==> src/hw/ptp_pkg.sv <==
// package of constants and carriers for the precision-time receive classifier and stamp inserter
`default_nettype none
package ptp_pkg;
	localparam int unsigned MIN_MSG_LEN = 36;
	localparam logic [5:0] STAMP_OFS = 6'h22;
	localparam int unsigned STAMP_LEN = 10;
	localparam logic [5:0] V1_CTRL_OFS = 6'h20;
	localparam logic [5:0] V2_TYPE_OFS = 6'h00;
	localparam logic [5:0] VERSION_OFS = 6'h01;
	localparam logic [3:0] V1_VERSION = 4'h1;
	localparam logic [3:0] V2_VERSION = 4'h2;
	localparam logic [15:0] PTP_ETYPE = 16'h88F7;
	localparam logic [7:0] UDP_PROTO = 8'h11;
	localparam logic [15:0] PTP_EVENT_PORT = 16'h013F;
	localparam int unsigned EVENT_BIT = 3;
	localparam logic [3:0] V2_DELAY_REQ = 4'h1;
	localparam logic [3:0] V2_DELAY_RESP = 4'h9;
	localparam logic [7:0] V1_RESERVED_MIN = 8'h05;
	localparam logic [3:0] V2_EV_UNUSED_MIN = 4'h4;
	localparam logic [3:0] V2_GEN_UNUSED_MIN = 4'hE;
	localparam logic [5:0] LEN_MAX = 6'h3F;

	typedef enum logic [2:0] {
		SEL_L2_V2 = 3'b000,
		SEL_UDP_V1 = 3'b001,
		SEL_V2_BOTH = 3'b010,
		SEL_ALL = 3'b100,
		SEL_V2_EVENT = 3'b101
	} stamp_sel_t;

	// version 1 control codes
	typedef enum logic [2:0] {
		V1_SYNC = 3'b000,
		V1_DELAY_REQ = 3'b001,
		V1_FOLLOW_UP = 3'b010,
		V1_DELAY_RESP = 3'b011,
		V1_MGMT = 3'b100,
		V1_RSVD = 3'b111
	} v1_kind_t;

	typedef struct packed {
		logic enable;
		stamp_sel_t sel;
		logic [7:0] v1_control_match;
		logic [3:0] v2_message_kind_match;
	} rx_stamp_config_t;

	typedef struct packed {
		logic hit;
		logic steer_en;
		logic [1:0] queue;
	} filter_hit_t;

	typedef struct packed {
		logic [15:0] time_extension;
		logic [31:0] time_high_word;
		logic [31:0] time_low_word;
	} sys_time_t;
endpackage
`default_nettype wire

==> src/hw/sync_stamp_insert.sv <==
// one-step sync timestamp byte substitution on the transmit stream
`default_nettype none
module sync_stamp_insert (
	input wire logic clk_i,
	input wire logic rst_n_i,
	input wire logic tx_valid_i,
	input wire logic tx_sop_i,
	input wire logic [7:0] tx_data_i,
	input wire logic one_step_i,
	input wire ptp_pkg::sys_time_t time_i,
	output logic tx_valid_o,
	output logic [7:0] tx_data_o
);
	logic [5:0] pos_ff;
	logic [5:0] nxt_pos;
	logic active_ff;
	logic nxt_active;
	ptp_pkg::sys_time_t snap_ff;
	logic [79:0] stamp_bytes;
	logic [5:0] cur_pos;
	logic in_field;
	logic [3:0] idx;
	logic [7:0] stamp_byte;
	logic [7:0] dout_ff;
	logic vout_ff;

	// time frozen at start of frame so all ten bytes are coherent
	assign cur_pos = tx_sop_i ? 6'h00 : pos_ff;
	assign nxt_pos = (tx_valid_i && cur_pos != ptp_pkg::LEN_MAX) ? cur_pos + 6'h01 : pos_ff;
	assign nxt_active = tx_valid_i && tx_sop_i ? one_step_i : active_ff;
	assign stamp_bytes = snap_ff;
	assign in_field = active_ff && cur_pos >= ptp_pkg::STAMP_OFS
		&& cur_pos < ptp_pkg::STAMP_OFS + 6'(ptp_pkg::STAMP_LEN);
	assign idx = 4'(cur_pos - ptp_pkg::STAMP_OFS);
	assign stamp_byte = stamp_bytes[8'(79 - 8 * idx) -: 8];

	always_ff @(posedge clk_i) begin
		if (!rst_n_i) begin
			pos_ff <= 6'h00;
			active_ff <= 1'b0;
			snap_ff <= '0;
			dout_ff <= 8'h00;
			vout_ff <= 1'b0;
		end else begin
			pos_ff <= nxt_pos;
			active_ff <= nxt_active;
			if (tx_valid_i && tx_sop_i)
				snap_ff <= time_i;
			vout_ff <= tx_valid_i;
			dout_ff <= (tx_valid_i && in_field && !tx_sop_i) ? stamp_byte : tx_data_i;
		end
	end
	assign tx_valid_o = vout_ff;
	assign tx_data_o = dout_ff;
endmodule
`default_nettype wire

==> src/hw/ptp_rx_classifier_stamp.sv <==
// receive precision-time classifier, queue steering and one-step sync stamp insertion
`default_nettype none
module ptp_rx_classifier_stamp (
	input wire logic clk_i,
	input wire logic rst_n_i,
	input wire ptp_pkg::rx_stamp_config_t cfg_i,
	input wire logic rx_valid_i,
	input wire logic rx_sop_i,
	input wire logic rx_eop_i,
	input wire logic [7:0] rx_data_i,
	input wire ptp_pkg::filter_hit_t ethertype_filter_i,
	input wire ptp_pkg::filter_hit_t l4_protocol_filter_i,
	input wire logic port_match_filter_i,
	input wire logic [1:0] default_queue_i,
	input wire ptp_pkg::sys_time_t time_i,
	input wire logic tx_valid_i,
	input wire logic tx_sop_i,
	input wire logic [7:0] tx_data_i,
	input wire logic tx_one_step_i,
	output logic done_o,
	output logic stamp_o,
	output logic is_ptp_o,
	output logic is_event_o,
	output logic [3:0] v2_kind_o,
	output logic [2:0] v1_kind_o,
	output logic [1:0] queue_o,
	output ptp_pkg::sys_time_t stamp_time_o,
	output logic tx_valid_o,
	output logic [7:0] tx_data_o
);
	// ****************************************
	// decode helpers
	// ****************************************
	function automatic logic [2:0] v1_decode(input logic [7:0] c);
		v1_decode = (c >= ptp_pkg::V1_RESERVED_MIN) ? ptp_pkg::V1_RSVD : c[2:0];
	endfunction

	// ****************************************
	// byte capture over the frame
	// ****************************************
	logic [5:0] pos_ff;
	logic [5:0] cur_pos;
	logic [5:0] nxt_pos;
	logic in_frame_ff;
	logic [7:0] v2_byte_ff;
	logic [7:0] v1_ctrl_ff;
	logic [7:0] ver_byte_ff;
	logic long_ff;
	logic [7:0] v2_byte;
	logic [7:0] v1_ctrl;
	logic [7:0] ver_byte;
	logic long_enough;
	ptp_pkg::sys_time_t sof_time_ff;

	assign cur_pos = rx_sop_i ? 6'h00 : pos_ff;
	assign nxt_pos = (cur_pos != ptp_pkg::LEN_MAX) ? cur_pos + 6'h01 : cur_pos;
	assign v2_byte = (cur_pos == ptp_pkg::V2_TYPE_OFS) ? rx_data_i : v2_byte_ff;
	assign v1_ctrl = (cur_pos == ptp_pkg::V1_CTRL_OFS) ? rx_data_i : v1_ctrl_ff;
	assign ver_byte = (cur_pos == ptp_pkg::VERSION_OFS) ? rx_data_i : ver_byte_ff;
	// current byte counts toward length
	assign long_enough = long_ff || (cur_pos >= 6'(ptp_pkg::MIN_MSG_LEN - 1));

	always_ff @(posedge clk_i) begin
		if (!rst_n_i) begin
			pos_ff <= 6'h00;
			in_frame_ff <= 1'b0;
			v2_byte_ff <= 8'h00;
			v1_ctrl_ff <= 8'h00;
			ver_byte_ff <= 8'h00;
			long_ff <= 1'b0;
			sof_time_ff <= '0;
		end else if (rx_valid_i) begin
			pos_ff <= nxt_pos;
			in_frame_ff <= !rx_eop_i;
			v2_byte_ff <= v2_byte;
			v1_ctrl_ff <= v1_ctrl;
			ver_byte_ff <= ver_byte;
			long_ff <= rx_eop_i ? 1'b0 : long_enough;
			if (rx_sop_i)
				sof_time_ff <= time_i;
		end
	end

	// ****************************************
	// classification at end of frame
	// ****************************************
	logic [3:0] v2_kind;
	logic [2:0] v1_kind;
	logic v2_event;
	logic is_v1;
	logic is_v2;
	logic l2_ptp;
	logic udp_ptp;
	logic v2_match;
	logic take;
	logic l2_take;
	logic udp_take;
	logic end_now;

	assign end_now = rx_valid_i && rx_eop_i && (in_frame_ff || rx_sop_i);
	assign v2_kind = v2_byte[3:0];
	assign v1_kind = v1_decode(v1_ctrl);
	// header layout differs by version, so kind and control fields mean nothing across it
	assign is_v1 = ver_byte[3:0] == ptp_pkg::V1_VERSION;
	assign is_v2 = ver_byte[3:0] == ptp_pkg::V2_VERSION;
	assign v2_event = is_v2 && !v2_kind[ptp_pkg::EVENT_BIT];
	// transport is recognized by software-set filters
	assign l2_ptp = ethertype_filter_i.hit && long_enough;
	assign udp_ptp = l4_protocol_filter_i.hit && port_match_filter_i && long_enough;
	assign v2_match = is_v2 && (v2_kind == cfg_i.v2_message_kind_match
		|| v2_kind == ptp_pkg::V2_DELAY_REQ || v2_kind == ptp_pkg::V2_DELAY_RESP);

	always_comb begin
		case (cfg_i.sel)
			ptp_pkg::SEL_ALL: take = 1'b1;
			ptp_pkg::SEL_L2_V2: take = l2_ptp && v2_match;
			ptp_pkg::SEL_V2_BOTH: take = (l2_ptp || udp_ptp) && v2_match;
			ptp_pkg::SEL_V2_EVENT: take = (l2_ptp || udp_ptp) && v2_event;
			ptp_pkg::SEL_UDP_V1: take = udp_ptp && is_v1
				&& v1_ctrl == cfg_i.v1_control_match;
			default: take = 1'b0;
		endcase
	end

	// steering follows the selected condition; anything else keeps the normal queue
	assign l2_take = take && l2_ptp && ethertype_filter_i.steer_en;
	assign udp_take = take && udp_ptp && l4_protocol_filter_i.steer_en;

	logic done_ff;
	logic stamp_ff;
	logic is_ptp_ff;
	logic is_event_ff;
	logic [3:0] v2_kind_ff;
	logic [2:0] v1_kind_ff;
	logic [1:0] queue_ff;
	ptp_pkg::sys_time_t stamp_time_ff;
	logic [1:0] nxt_queue;

	assign nxt_queue = l2_take ? ethertype_filter_i.queue
		: udp_take ? l4_protocol_filter_i.queue
		: default_queue_i;

	always_ff @(posedge clk_i) begin
		if (!rst_n_i) begin
			done_ff <= 1'b0;
			stamp_ff <= 1'b0;
			is_ptp_ff <= 1'b0;
			is_event_ff <= 1'b0;
			v2_kind_ff <= 4'h0;
			v1_kind_ff <= 3'h0;
			queue_ff <= 2'h0;
			stamp_time_ff <= '0;
		end else begin
			done_ff <= end_now;
			if (end_now) begin
				stamp_ff <= cfg_i.enable && take;
				is_ptp_ff <= l2_ptp || udp_ptp;
				is_event_ff <= v2_event;
				v2_kind_ff <= v2_kind;
				v1_kind_ff <= v1_kind;
				queue_ff <= nxt_queue;
				stamp_time_ff <= sof_time_ff;
			end
		end
	end

	assign done_o = done_ff;
	assign stamp_o = stamp_ff;
	assign is_ptp_o = is_ptp_ff;
	assign is_event_o = is_event_ff;
	assign v2_kind_o = v2_kind_ff;
	assign v1_kind_o = v1_kind_ff;
	assign queue_o = queue_ff;
	assign stamp_time_o = stamp_time_ff;

	// ****************************************
	// transmit insertion
	// ****************************************
	sync_stamp_insert u_ins (
		.clk_i(clk_i),
		.rst_n_i(rst_n_i),
		.tx_valid_i(tx_valid_i),
		.tx_sop_i(tx_sop_i),
		.tx_data_i(tx_data_i),
		.one_step_i(tx_one_step_i),
		.time_i(time_i),
		.tx_valid_o(tx_valid_o),
		.tx_data_o(tx_data_o)
	);

	// ****************************************
	// checks
	// ****************************************
	property p_no_stamp_disabled;
		@(posedge clk_i) disable iff (!rst_n_i) end_now && !cfg_i.enable |=> !stamp_o;
	endproperty
	a_no_stamp_disabled: assert property (p_no_stamp_disabled) else $error("stamp while off");

	property p_all;
		@(posedge clk_i) disable iff (!rst_n_i)
			end_now && cfg_i.enable && cfg_i.sel == ptp_pkg::SEL_ALL |=> stamp_o && done_o;
	endproperty
	a_all: assert property (p_all) else $error("select-all missed a stamp");

	property p_short;
		@(posedge clk_i) disable iff (!rst_n_i)
			end_now && !long_enough && cfg_i.sel != ptp_pkg::SEL_ALL |=> !stamp_o;
	endproperty
	a_short: assert property (p_short) else $error("short frame stamped");

	property p_event;
		@(posedge clk_i) disable iff (!rst_n_i)
			done_o && is_event_o |-> !v2_kind_o[ptp_pkg::EVENT_BIT];
	endproperty
	a_event: assert property (p_event) else $error("general kind flagged event");

	property p_v1_rsvd;
		@(posedge clk_i) disable iff (!rst_n_i)
			end_now && v1_ctrl >= ptp_pkg::V1_RESERVED_MIN |=> v1_kind_o == ptp_pkg::V1_RSVD;
	endproperty
	a_v1_rsvd: assert property (p_v1_rsvd) else $error("reserved control misdecoded");

	property p_l2_queue;
		@(posedge clk_i) disable iff (!rst_n_i)
			end_now && take && l2_ptp && ethertype_filter_i.steer_en
			|=> queue_o == $past(ethertype_filter_i.queue);
	endproperty
	a_l2_queue: assert property (p_l2_queue) else $error("l2 steering wrong");

	property p_udp_queue;
		@(posedge clk_i) disable iff (!rst_n_i)
			end_now && take && !l2_take && udp_ptp && l4_protocol_filter_i.steer_en
			|=> queue_o == $past(l4_protocol_filter_i.queue);
	endproperty
	a_udp_queue: assert property (p_udp_queue) else $error("udp steering wrong");

	property p_plain_queue;
		@(posedge clk_i) disable iff (!rst_n_i)
			end_now && !l2_take && !udp_take |=> queue_o == $past(default_queue_i);
	endproperty
	a_plain_queue: assert property (p_plain_queue) else $error("normal queue lost");

	property p_ins_first;
		@(posedge clk_i) disable iff (!rst_n_i)
			u_ins.active_ff && tx_valid_i && !tx_sop_i && u_ins.pos_ff == ptp_pkg::STAMP_OFS
			|=> tx_data_o == u_ins.snap_ff.time_extension[15:8];
	endproperty
	a_ins_first: assert property (p_ins_first) else $error("stamp first byte wrong");

	c_stamp: cover property (@(posedge clk_i) disable iff (!rst_n_i) done_o && stamp_o);
	c_udp: cover property (@(posedge clk_i) disable iff (!rst_n_i) end_now && udp_take);
	c_ins: cover property (@(posedge clk_i) disable iff (!rst_n_i) u_ins.in_field && tx_valid_i);
endmodule
`default_nettype wire

==> config.mk <==
export PLATFORM = sky130hd
export DESIGN_NAME = ptp_rx_classifier_stamp
export DESIGN_NICKNAME = d
export VERILOG_FILES = /design/src/hw/ptp_pkg.sv /design/src/hw/sync_stamp_insert.sv /design/src/hw/ptp_rx_classifier_stamp.sv
export SDC_FILE = /design/constraint.sdc
export NUM_CORES = 1
export LEC_CHECK = 0
export BUFFER_PORTS_ARGS = -buffer_cell sky130_fd_sc_hd__buf_2
export CORE_ASPECT_RATIO = 1.5
export CORE_UTILIZATION = 40
export CTS_BUF_LIST = sky130_fd_sc_hd__clkbuf_4 sky130_fd_sc_hd__clkbuf_8
export CTS_CLUSTER_DIAMETER = 100
export DETAILED_ROUTE_END_ITERATION = 8
export GPL_ROUTABILITY_DRIVEN = 0
export GPL_TIMING_DRIVEN = 0
export PLACE_DENSITY = 0.7
export REMOVE_ABC_BUFFERS = 1
export SYNTH_ARGS = -nofsm -noshare
export SYNTH_HDL_FRONTEND = slang
export SYNTH_SLANG_ARGS = --single-unit
==> constraint.sdc <==
create_clock -name clk_i -period 4.4 [get_ports clk_i]
set_input_delay 0.44 -clock clk_i [delete_from_list [all_inputs] [get_ports clk_i]]
set_output_delay 0.44 -clock clk_i [all_outputs]
set_load 0.05 [all_outputs]
Yosys cells after proc, flatten, opt, wreduce, memory -nomap -nowiden
Index checks and enable logic that the tools add are counted.
{"block": "word_totals", "regBits": 293, "inputBits": 131, "output_inout_bits": 102, "word_cells": 95}
{"block": "op_classes", "addsub": 4, "magnitude_cmp": 4, "eq_ne": 14, "shifts": 1, "mux": 12, "reduce_logical": 34}
{"operator": "$shiftx A87 B9 Y8", "n": 1}
{"operator": "$logic_and A1 B1 Y1", "n": 23}
{"operator": "$mux W6", "n": 3}
{"operator": "$mux W8", "n": 2}
{"operator": "$add A6 B1 Y6 const B", "n": 2}
{"operator": "$ge A6 B6 Y1 const B", "n": 2}
{"operator": "$ne A6 B6 Y1 const B", "n": 2}
{"operator": "$eq A4 B1 Y1 const B", "n": 2}
{"operator": "$eq A8 B8 Y1", "n": 1}
{"operator": "$ge A8 B3 Y1 const B", "n": 1}
{"operator": "$mux W4", "n": 2}
{"operator": "$sub A7 B7 Y8 const A", "n": 1}
{"operator": "$eq A3 B3 Y1 const B", "n": 2}
{"operator": "$eq A6 B1 Y1 const B", "n": 1}
{"operator": "$eq A6 B6 Y1 const B", "n": 1}
{"operator": "$logic_not A6 Y1", "n": 1}
{"operator": "$lt A6 B6 Y1 const B", "n": 1}
{"operator": "$logic_or A1 B1 Y1", "n": 5}
{"operator": "$pmux W1 S5", "n": 1}
{"operator": "$eq A4 B2 Y1 const B", "n": 1}
{"operator": "$eq A4 B4 Y1", "n": 1}
{"operator": "$eq A4 B4 Y1 const B", "n": 1}
{"operator": "$mux W2", "n": 2}
{"operator": "$sub A4 B2 Y4 const B", "n": 1}
{"operator": "7 further kinds", "n": 9}

Logic depth before layout (Yosys ltp)
Gate-level depths: netlist of run 1.
{"block": "logic_depth", "ltp_word": 13, "depth_mapped": 13, "depth_no_buf": 10}

By module
From an unflattened synthesis of run 1, not the netlist that was laid out.
{"block": "hier_totals", "hier_cells": 1493, "hier_area_um2": 12250.5}
{"module": "ptp_rx_classifier_stamp", "instances": 1, "cells_per_inst": 966, "area_per_inst_um2": 7801.2, "seq_area_each_um2": 3943.8}
{"module": "sync_stamp_insert", "instances": 1, "cells_per_inst": 527, "area_per_inst_um2": 4449.3, "seq_area_each_um2": 1921.8}

Worst setup path after synthesis of run 1
No wires, ideal clock.
{"block": "synth_timing", "path_type": "input to register", "startpoint": "in rx_sop_i", "endpoint": "reg queue_ff[1] (netlist: queue_o[1])", "setup_time_ps": 74, "t_arrival_ps": 3210, "required_time_ps": 4326, "slack_ps": 1116, "path_stages": 13, "path_buffers": 3, "cell_sequence": "clkbuf_1 -> clkbuf_1 -> nor2b_1 -> inv_1 -> ha_1 -> and3b_1 -> clkbuf_1 -> nand2_1 -> a21oi_2 -> a2111o_1 -> or4_4 -> a311o_1 -> o21ai_0"}
{"block": "synth_between", "elab_chain_len": 13, "word_cells_on_any_way": 37, "classes_between": "1 x order compare; 8 x eq/ne; 7 x mux; 21 x reduce/logical"}
{"item": "from (decl)", "line": "ptp_rx_classifier_stamp.sv:8", "source": "input wire logic rx_sop_i,"}
{"item": "$mux W6", "line": "ptp_rx_classifier_stamp.sv:55", "source": "assign cur_pos = rx_sop_i ? 6'h00 : pos_ff;"}
{"item": "$logic_not A6 Y1", "line": "ptp_rx_classifier_stamp.sv:57", "source": "assign v2_byte = (cur_pos == ptp_pkg::V2_TYPE_OFS) ? rx_data_i : v2_byte_ff;"}
{"item": "$mux W4", "line": "ptp_rx_classifier_stamp.sv:57"}
{"item": "$eq A4 B4 Y1 or $eq A4 B1 Y1 (tied branches)", "line": "ptp_rx_classifier_stamp.sv:110, ptp_rx_classifier_stamp.sv:111"}
{"item": "$logic_or A1 B1 Y1 (2 in series)", "line": "ptp_rx_classifier_stamp.sv:111", "source": "|| v2_kind == ptp_pkg::V2_DELAY_REQ || v2_kind == ptp_pkg::V2_DELAY_RESP);"}
{"item": "$logic_and A1 B1 Y1", "line": "ptp_rx_classifier_stamp.sv:110", "source": "assign v2_match = is_v2 && (v2_kind == cfg_i.v2_message_kind_match"}
{"item": "$logic_and A1 B1 Y1 (on tied branches)", "line": "ptp_rx_classifier_stamp.sv:117, ptp_rx_classifier_stamp.sv:116"}
{"item": "$pmux W1 S5", "line": "ptp_rx_classifier_stamp.sv:114", "source": "case (cfg_i.sel)"}
{"item": "$logic_and A1 B1 Y1 (2 in series)", "line": "ptp_rx_classifier_stamp.sv:127", "source": "assign udp_take = take && udp_ptp && l4_protocol_filter_i.steer_en;"}
{"item": "$mux W2", "line": "ptp_rx_classifier_stamp.sv:140", "source": ": udp_take ? l4_protocol_filter_i.queue"}
{"item": "$mux W2", "line": "ptp_rx_classifier_stamp.sv:139", "source": "assign nxt_queue = l2_take ? ethertype_filter_i.queue"}
{"item": "to (signal assigned)", "line": "ptp_rx_classifier_stamp.sv:161", "source": "queue_ff <= nxt_queue;"}
{"item": "to (decl)", "line": "ptp_rx_classifier_stamp.sv:135", "source": "logic [1:0] queue_ff;"}
Parallel ways exist; a longest one is shown, timed or not.
A chain may end at the register's enable or synchronous reset.

Worst setup path in the final report of run 1
{"block": "layout_timing", "startpoint": "reg u_ins.pos_ff[1]", "endpoint": "reg u_ins.dout_ff[4] (netlist: u_ins.tx_data_o[4])"}
{"block": "layout_between", "elab_chain_len": 7, "word_cells_on_any_way": 11, "classes_between": "2 x add/sub; 2 x order compare; 1 x shift; 2 x mux; 4 x reduce/logical"}
{"item": "from (decl)", "line": "sync_stamp_insert.sv:14", "source": "logic [5:0] pos_ff;"}
{"item": "from (signal assigned)", "line": "sync_stamp_insert.sv:45", "source": "pos_ff <= nxt_pos;"}
{"item": "$mux W6 (*)", "line": "sync_stamp_insert.sv:28", "source": "assign cur_pos = tx_sop_i ? 6'h00 : pos_ff;"}
{"item": "branches (longest 5 deep; another with $sub A7 B7 Y8)"}
{"item": "$mux W8 (*)", "line": "sync_stamp_insert.sv:50", "source": "dout_ff <= (tx_valid_i && in_field && !tx_sop_i) ? stamp_byte : tx_data_i;"}
{"item": "to (signal assigned)", "line": "sync_stamp_insert.sv:50"}
{"item": "to (decl)", "line": "sync_stamp_insert.sv:24", "source": "logic [7:0] dout_ff;"}
Every way passes the cells marked *.

==> flow_summary.ini, run 1 <==
[global_routing]
grt_pass1_wl_um = 52330
grt_max_degree = 146
track_usage_pct = 21.54
grt_antenna_before_repair = 2
grt_pass1_vias = 10401
overflow = 0

[power]
p_comb_share_pct = 9.3
p_seq_share_pct = 47.7
p_clk_share_pct = 43.0
swShare_pct = 25.19
p_switching_mw = 1.485
ir_drop_mv = 0.3771
design_power_total_mw = 5.893
p_leak_nw = 5.822
internal-power_mw = 4.409
powerDensity_nw_per_um2 = 409.3

[sta]
finalSetupTns_ns = 0
finalHoldViolCount = 0
skew_ns = 0.01952
layout_setup_ws_ns = 0.5864
slew_headroom_pct = 30.89
grt_setup_unrepaired = no
fmax_mhz = 262.2
worst_pin_slew_ns = 1.037
hold_slack_ns = 0.1060
slew_violations = 0
setup-violations-final = 0
min_period_ns = 3.814
timing.final.crit_share_pct = 86.67

[setup_path]
worst-path-buf-inv = 1
cpMaxStageDelayCell = a21oi_1
path_cells = nand2b_1, inv_1, ha_1, nand3_1, nand3_1, nand4_1, a21oi_1, o211ai_1, a21oi_1
cp_top_family = compound AO/OA/AOI/OAI gates
cp_max_fo = 27
start_kind = flip-flop
worst-endpoint-required_ns = 4.89
arrival_ns = 4.30
critPathMaxStageDelay_ns = 0.86
crit_path_end_kind = flip-flop
path_class = reg -> reg

[logic_synthesis]
synth_mux_area_share_pct = 3.908
synth-adder-area-share_pct = 0.9403
synth-seq-area-share_pct = 48.98
netlist_instances = 1563
synth_warnings = 0
synth_compound_area_share_pct = 18.63
synth_top_family_by_area = simple AND/OR/NAND/NOR gates
synth-xor-area-share_pct = 0.4388
netlist_area_um2 = 11980
syn_avg_cell_area_um2 = 7.662
synth_simple_gate_area_share_pct = 22.94
ys_types = 51
synth-edff-count = 0
synth_seq_cells = 293
ys.flop_type = dfxtp_1
ys_async_sr_fraction_pct = 0

[routing]
wire_per_inst_um = 15.44
drc = 0
met3_length_um = 1655
postRouteAntennaNets = 0
dr_wl_met2_um = 17160
dr_total_vias = 11121
firstDrtPassIters = 6
top_layer = met5
met1Wirelength_um = 13580
viasPerCell = 5.141
drt_iter0_markers = 599
wl_um = 33400

[finish]
final_cell_mix = 528 x nand2_1, 295 x a21oi_1, 291 x dfxtp_1
area_growth_pct = 20.24
layout-drive-gt1-share_pct = 19.41
design_area_um2 = 14400
final_common_cell = nand2_1
nNetsFinal = 1873

[clocking]
clock_sinks = 293
cts.clk_slew.worst_paths_ns = 0.07
clkLatencyLatePin_ns = 0.57
cts_buffer_depth = 3
cts_tree = done
numCtsBuffers = 45
ctsRootBufferMaster = clkbuf_8
htreeDepth = 2
post_cts_buffers = 0

[outcome]
status = finished, final reports clean

[flow_run]
drv_cap = 0

[floorplanning]
die_x_um = 143.3
row_count = 77
io_pins = 233
coreArea_um2 = 29480
dieArea_um2 = 30650
initial_core_util_pct = 40.62
die_h_um = 213.9

[place]
dp_hpwl_um = 21990
postPlaceCellArea_um2 = 13360
portBuffers = 232
place_ws_ns = 0.06852

[min_path]
hp-class = in -> reg
-- Yosys cell counts (8+ instances only) --
library cell  number  area (um^2)
nor3_1             8        40.04
ha_1               9        112.6
mux2i_1           40        400.4
a211oi_1          18        135.1
a221o_1            8        80.08
dfxtp_1          293         5866
nor2b_1           10        62.56
inv_1             14        52.55
a31oi_1           12        75.07
nand3_1           18        90.09
o21ai_0           29        145.1
and2_1             8        50.05
o211ai_1          15        112.6
a21oi_1          295         1476
nor2_1            64        240.2
nand2_1          530         1989
clkbuf_1         106        397.9
-- sequential cells by signal (all words and copies together), names as in the netlist --
| name | cells |
|---|---|
| v1_ctrl_ff | 8 |
| u_ins.active_ff | 1 |
| u_ins.pos_ff | 6 |
| queue_o | 2 |
| done_o | 1 |
| pos_ff | 6 |
| v2_byte_ff | 4 |
| v1_kind_o | 3 |
| stamp_time_o | 80 |
| v2_kind_o | 4 |
| long_ff | 1 |
| is_event_o | 1 |
| u_ins.snap_ff | 80 |
| sof_time_ff | 80 |
| is_ptp_o | 1 |
| stamp_o | 1 |
| u_ins.tx_data_o | 8 |
| u_ins.tx_valid_o | 1 |
| ver_byte_ff | 4 |
| in_frame_ff | 1 |
-- final cells by class --
cell class / instances / area, um^2
diodes: 1 / 2.502
clock buffers: 71 / 902.1
clock inverters: 10 / 130.1
fillers: 2948 / 15080
inverters: 15 / 63.81
multi-input cells: 1140 / 5642
flip-flops and latches: 293 / 5868
well taps: 395 / 494.2
repair buffers: 238 / 1296
-- worst reg2reg max path, cell delays in order (launching register included) --
cell and delay [ns]:
dfxtp_2 0.70, nand2b_1 0.45, inv_1 0.30, ha_1 0.19, nand3_1 0.07, nand3_1 0.12, nand4_1 0.53, a21oi_1 0.86
o211ai_1 0.31, a21oi_1 0.21
-- metal layers --
layer | vias up | track usage [%]
met5 | - | 0
met4 | 4 | 9.220
met3 | 55 | 4.274
met2 | 306 | 38.23
met1 | 5175 | 24.70
li1 | 5581 | -
-- cells by family after synthesis --
| group | Yosys count |
|---|---|
| AO/OA/AOI/OAI | 403 |
| buffers and inverters | 130 |
| XOR/XNOR | 6 |
| flip-flops | 293 |
| adder cells (fa/ha/maj) | 9 |
| multiplexers | 46 |
| AND/OR/NAND/NOR | 676 |
-- power by group through the flow --
stage               Clock [mW]  Combinational [mW]  Sequential, mW
CTS                       2.60               0.558            2.81
global placement             0               0.551            2.87
detailed placement           0               0.556            2.87
finish                    2.53               0.550            2.81
floorplan                    0               0.272            2.92
global route              2.72               0.609            2.82
-- path summary, 6_finish.rpt --
kind | from | end | slack, ns | cells after the start
max reg2reg | u_ins.pos_ff[1] | u_ins.tx_data_o[4] | 0.59 | 9
min reg2reg | sof_time_ff[27] | stamp_time_o[27] | 0.44 | 2
min | tx_data_i[3] | u_ins.tx_data_o[3] | 0.11 | 3
max | u_ins.pos_ff[1] | u_ins.tx_data_o[4] | 0.59 | 9
-- timing repair --
action | in CTS | in global routing
resized for setup | 0 | 1
endpoints found under the setup margin | 0 | 7
hold buffers | 0 | 0
-- stage by stage --
step | cells | util (%)
4_1_cts | 2162 | 48.83
3_3_place_gp | 2075 | 44.74
3_5_place_dp | 2081 | 45.33
2_1_floorplan | 1448 | -
6_report | 2163 | 48.84
5_1_grt | 2162 | 48.83
Power figures use the tool's default switching activity.
==> run 2, diff against run 1 <==
--- a/config.mk
+++ b/config.mk
@@ -13,7 +13,7 @@
 export DETAILED_ROUTE_END_ITERATION = 8
 export GPL_ROUTABILITY_DRIVEN = 0
 export GPL_TIMING_DRIVEN = 0
-export PLACE_DENSITY = 0.7
+export PLACE_DENSITY = 0.63
 export REMOVE_ABC_BUFFERS = 1
 export SYNTH_ARGS = -nofsm -noshare
 export SYNTH_HDL_FRONTEND = slang
==> run 2 against run 1 <==
Count of clock-buffer cells in the layout decreased by 4. Setup slack got worse by 0.15 ns. Power decreased by 2.3%. Sequential cell count unchanged. Sequential share of layout area increased by 0.16 points. Critical path type unchanged. Largest cell class unchanged.
==> flow_summary.ini, run 2 (synthesized netlist as in run 1, its figures left out) <==
[clocking]
htreeDepth = 2
ctsRootBufferMaster = clkbuf_8
numCtsBuffers = 46
clock_sinks = 293
cts_hold_buf = 0
cts.clk_slew.worst_paths_ns = 0.07
clkLatencyLatePin_ns = 0.58
cts_buffer_depth = 3
cts_tree = done

[floorplanning]
io_pins = 233
die_h_um = 213.9
die_x_um = 143.3
row_count = 77
initial_core_util_pct = 40.62
coreArea_um2 = 29480
dieArea_um2 = 30650

[routing]
wl_um = 33710
dr_total_vias = 11082
drt_iter0_markers = 558
viasPerCell = 5.121
firstDrtPassIters = 6
drc = 0
wire_per_inst_um = 15.58
postRouteAntennaNets = 0

[sta]
min_period_ns = 3.962
setup-violations-final = 0
finalHoldViolCount = 0
slew_headroom_pct = 27.09
skew_ns = 0.01398
grt_setup_unrepaired = no
slew_violations = 0
fmax_mhz = 252.4
worst_pin_slew_ns = 1.092
timing.final.crit_share_pct = 90.05

[global_routing]
grt_pass1_vias = 10472
grt_antenna_before_repair = 4
track_usage_pct = 21.83
overflow = 0
grt_max_degree = 148
grt_pass1_wl_um = 53250

[setup_path]
start_kind = flip-flop
r2r_cells = 9
worst-endpoint-required_ns = 4.90
critPathMaxStageDelay_ns = 1.04
cp_top_family = simple AND/OR/NAND/NOR gates
path_cells = nand2b_1, inv_1, ha_1, nand3_1, nand3_1, nand4_1, a21oi_2, o211ai_1, a21oi_1
cp_max_fo = 27
path_common_cell = nand3_1
path_class = reg -> reg
worst-path-buf-inv = 1
cpMaxStageDelayCell = dfxtp_1
crit_path_end_kind = flip-flop
arrival_ns = 4.46
cp_num_cells = 9

[finish]
area_growth_pct = 19.75
layout-drive-gt1-share_pct = 19.46
fillers = 3019
final_common_cell = nand2_1
final_cell_mix = 528 x nand2_1, 294 x a21oi_1, 292 x dfxtp_1
design_area_um2 = 14340
nNetsFinal = 1874
utilization_pct = 48.64

[power]
p_leak_nw = 5.790
design_power_total_mw = 5.758
powerDensity_nw_per_um2 = 401.6
ir_drop_mv = 0.2906

[place]
dp_hpwl_um = 21960
portBuffers = 232
postPlaceCellArea_um2 = 13370

[flow_run]
drv_cap = 0

[min_path]
min_path_cells = 3
hp-class = in -> reg

[outcome]
status = finished, final reports clean
-- run 2: cell types whose count changed in the layout (fill, tap and decap cells not counted), sizes merged --
cell,change
bufinv,-2
clkinvlp,+2
clkinv,+5
clkbuf,-4
-- run 2: path summary, 6_finish.rpt --
path / startpoint / slack [ns] / to
setup / recovery: u_ins.pos_ff[1] / 0.44 / u_ins.tx_data_o[7]
hold / removal: tx_data_i[0] / 0.1 / u_ins.tx_data_o[0]
setup reg to reg: u_ins.pos_ff[1] / 0.44 / u_ins.tx_data_o[7]
hold reg to reg: sof_time_ff[34] / 0.45 / stamp_time_o[34]
-- run 2: where the power goes --
group,switching (mW),internal [mW]
clock,1.09,1.31
combinational,0.372,0.181
sequential,0.0603,2.75
total,1.52,4.24
-- run 2: timing repair --
item	CTS	global route
resized for setup	0	1
setup endpoints to repair	0	7
buffers inserted	0	0
-- run 2: per-layer routing --
layer | share of wire, % | track usage, % | up-vias
met5 | 0.080 | 0 | -
met2 | 49 | 37.19 | 309
li1 | - | - | 5579
met3 | 5.4 | 4.363 | 91
met1 | 41 | 25.18 | 5099
met4 | 5.1 | 12.34 | 4
-- run 2: worst register-to-register path, cell delays in order (launching register included) --
cell	delay, ns
dfxtp_1	1.04
nand2b_1	0.53
inv_1	0.31
ha_1	0.19
nand3_1	0.06
nand3_1	0.13
nand4_1	0.56
a21oi_2	0.61
o211ai_1	0.28
a21oi_1	0.18
-- run 2: area by class of cell --
cell class	instances	area, um^2	area share (%)
diodes	1	2.502	0.01745
clock buffers	67	853.3	5.951
clock inverters	15	110.1	0.7678
inverters	15	63.81	0.4450
multi-input cells	1140	5645	39.37
flip-flops and latches	293	5867	40.91
well taps	395	494.2	3.446
repair buffers	238	1304	9.092
-- run 2: through the flow --
stage	setup TNS, ns	setup WS (ns)	instances	hold slack [ns]
3_5_place_dp	0	0.1192	2081	0.4430
2_1_floorplan	-86.49	-1.135	1448	0.4322
3_3_place_gp	-819.40	-4.101	2075	0.4364
6_report	0	0.4377	2164	0.09737
4_1_cts	0	0.1412	2163	0.05749
5_1_grt	0	0.08543	2164	0.07895
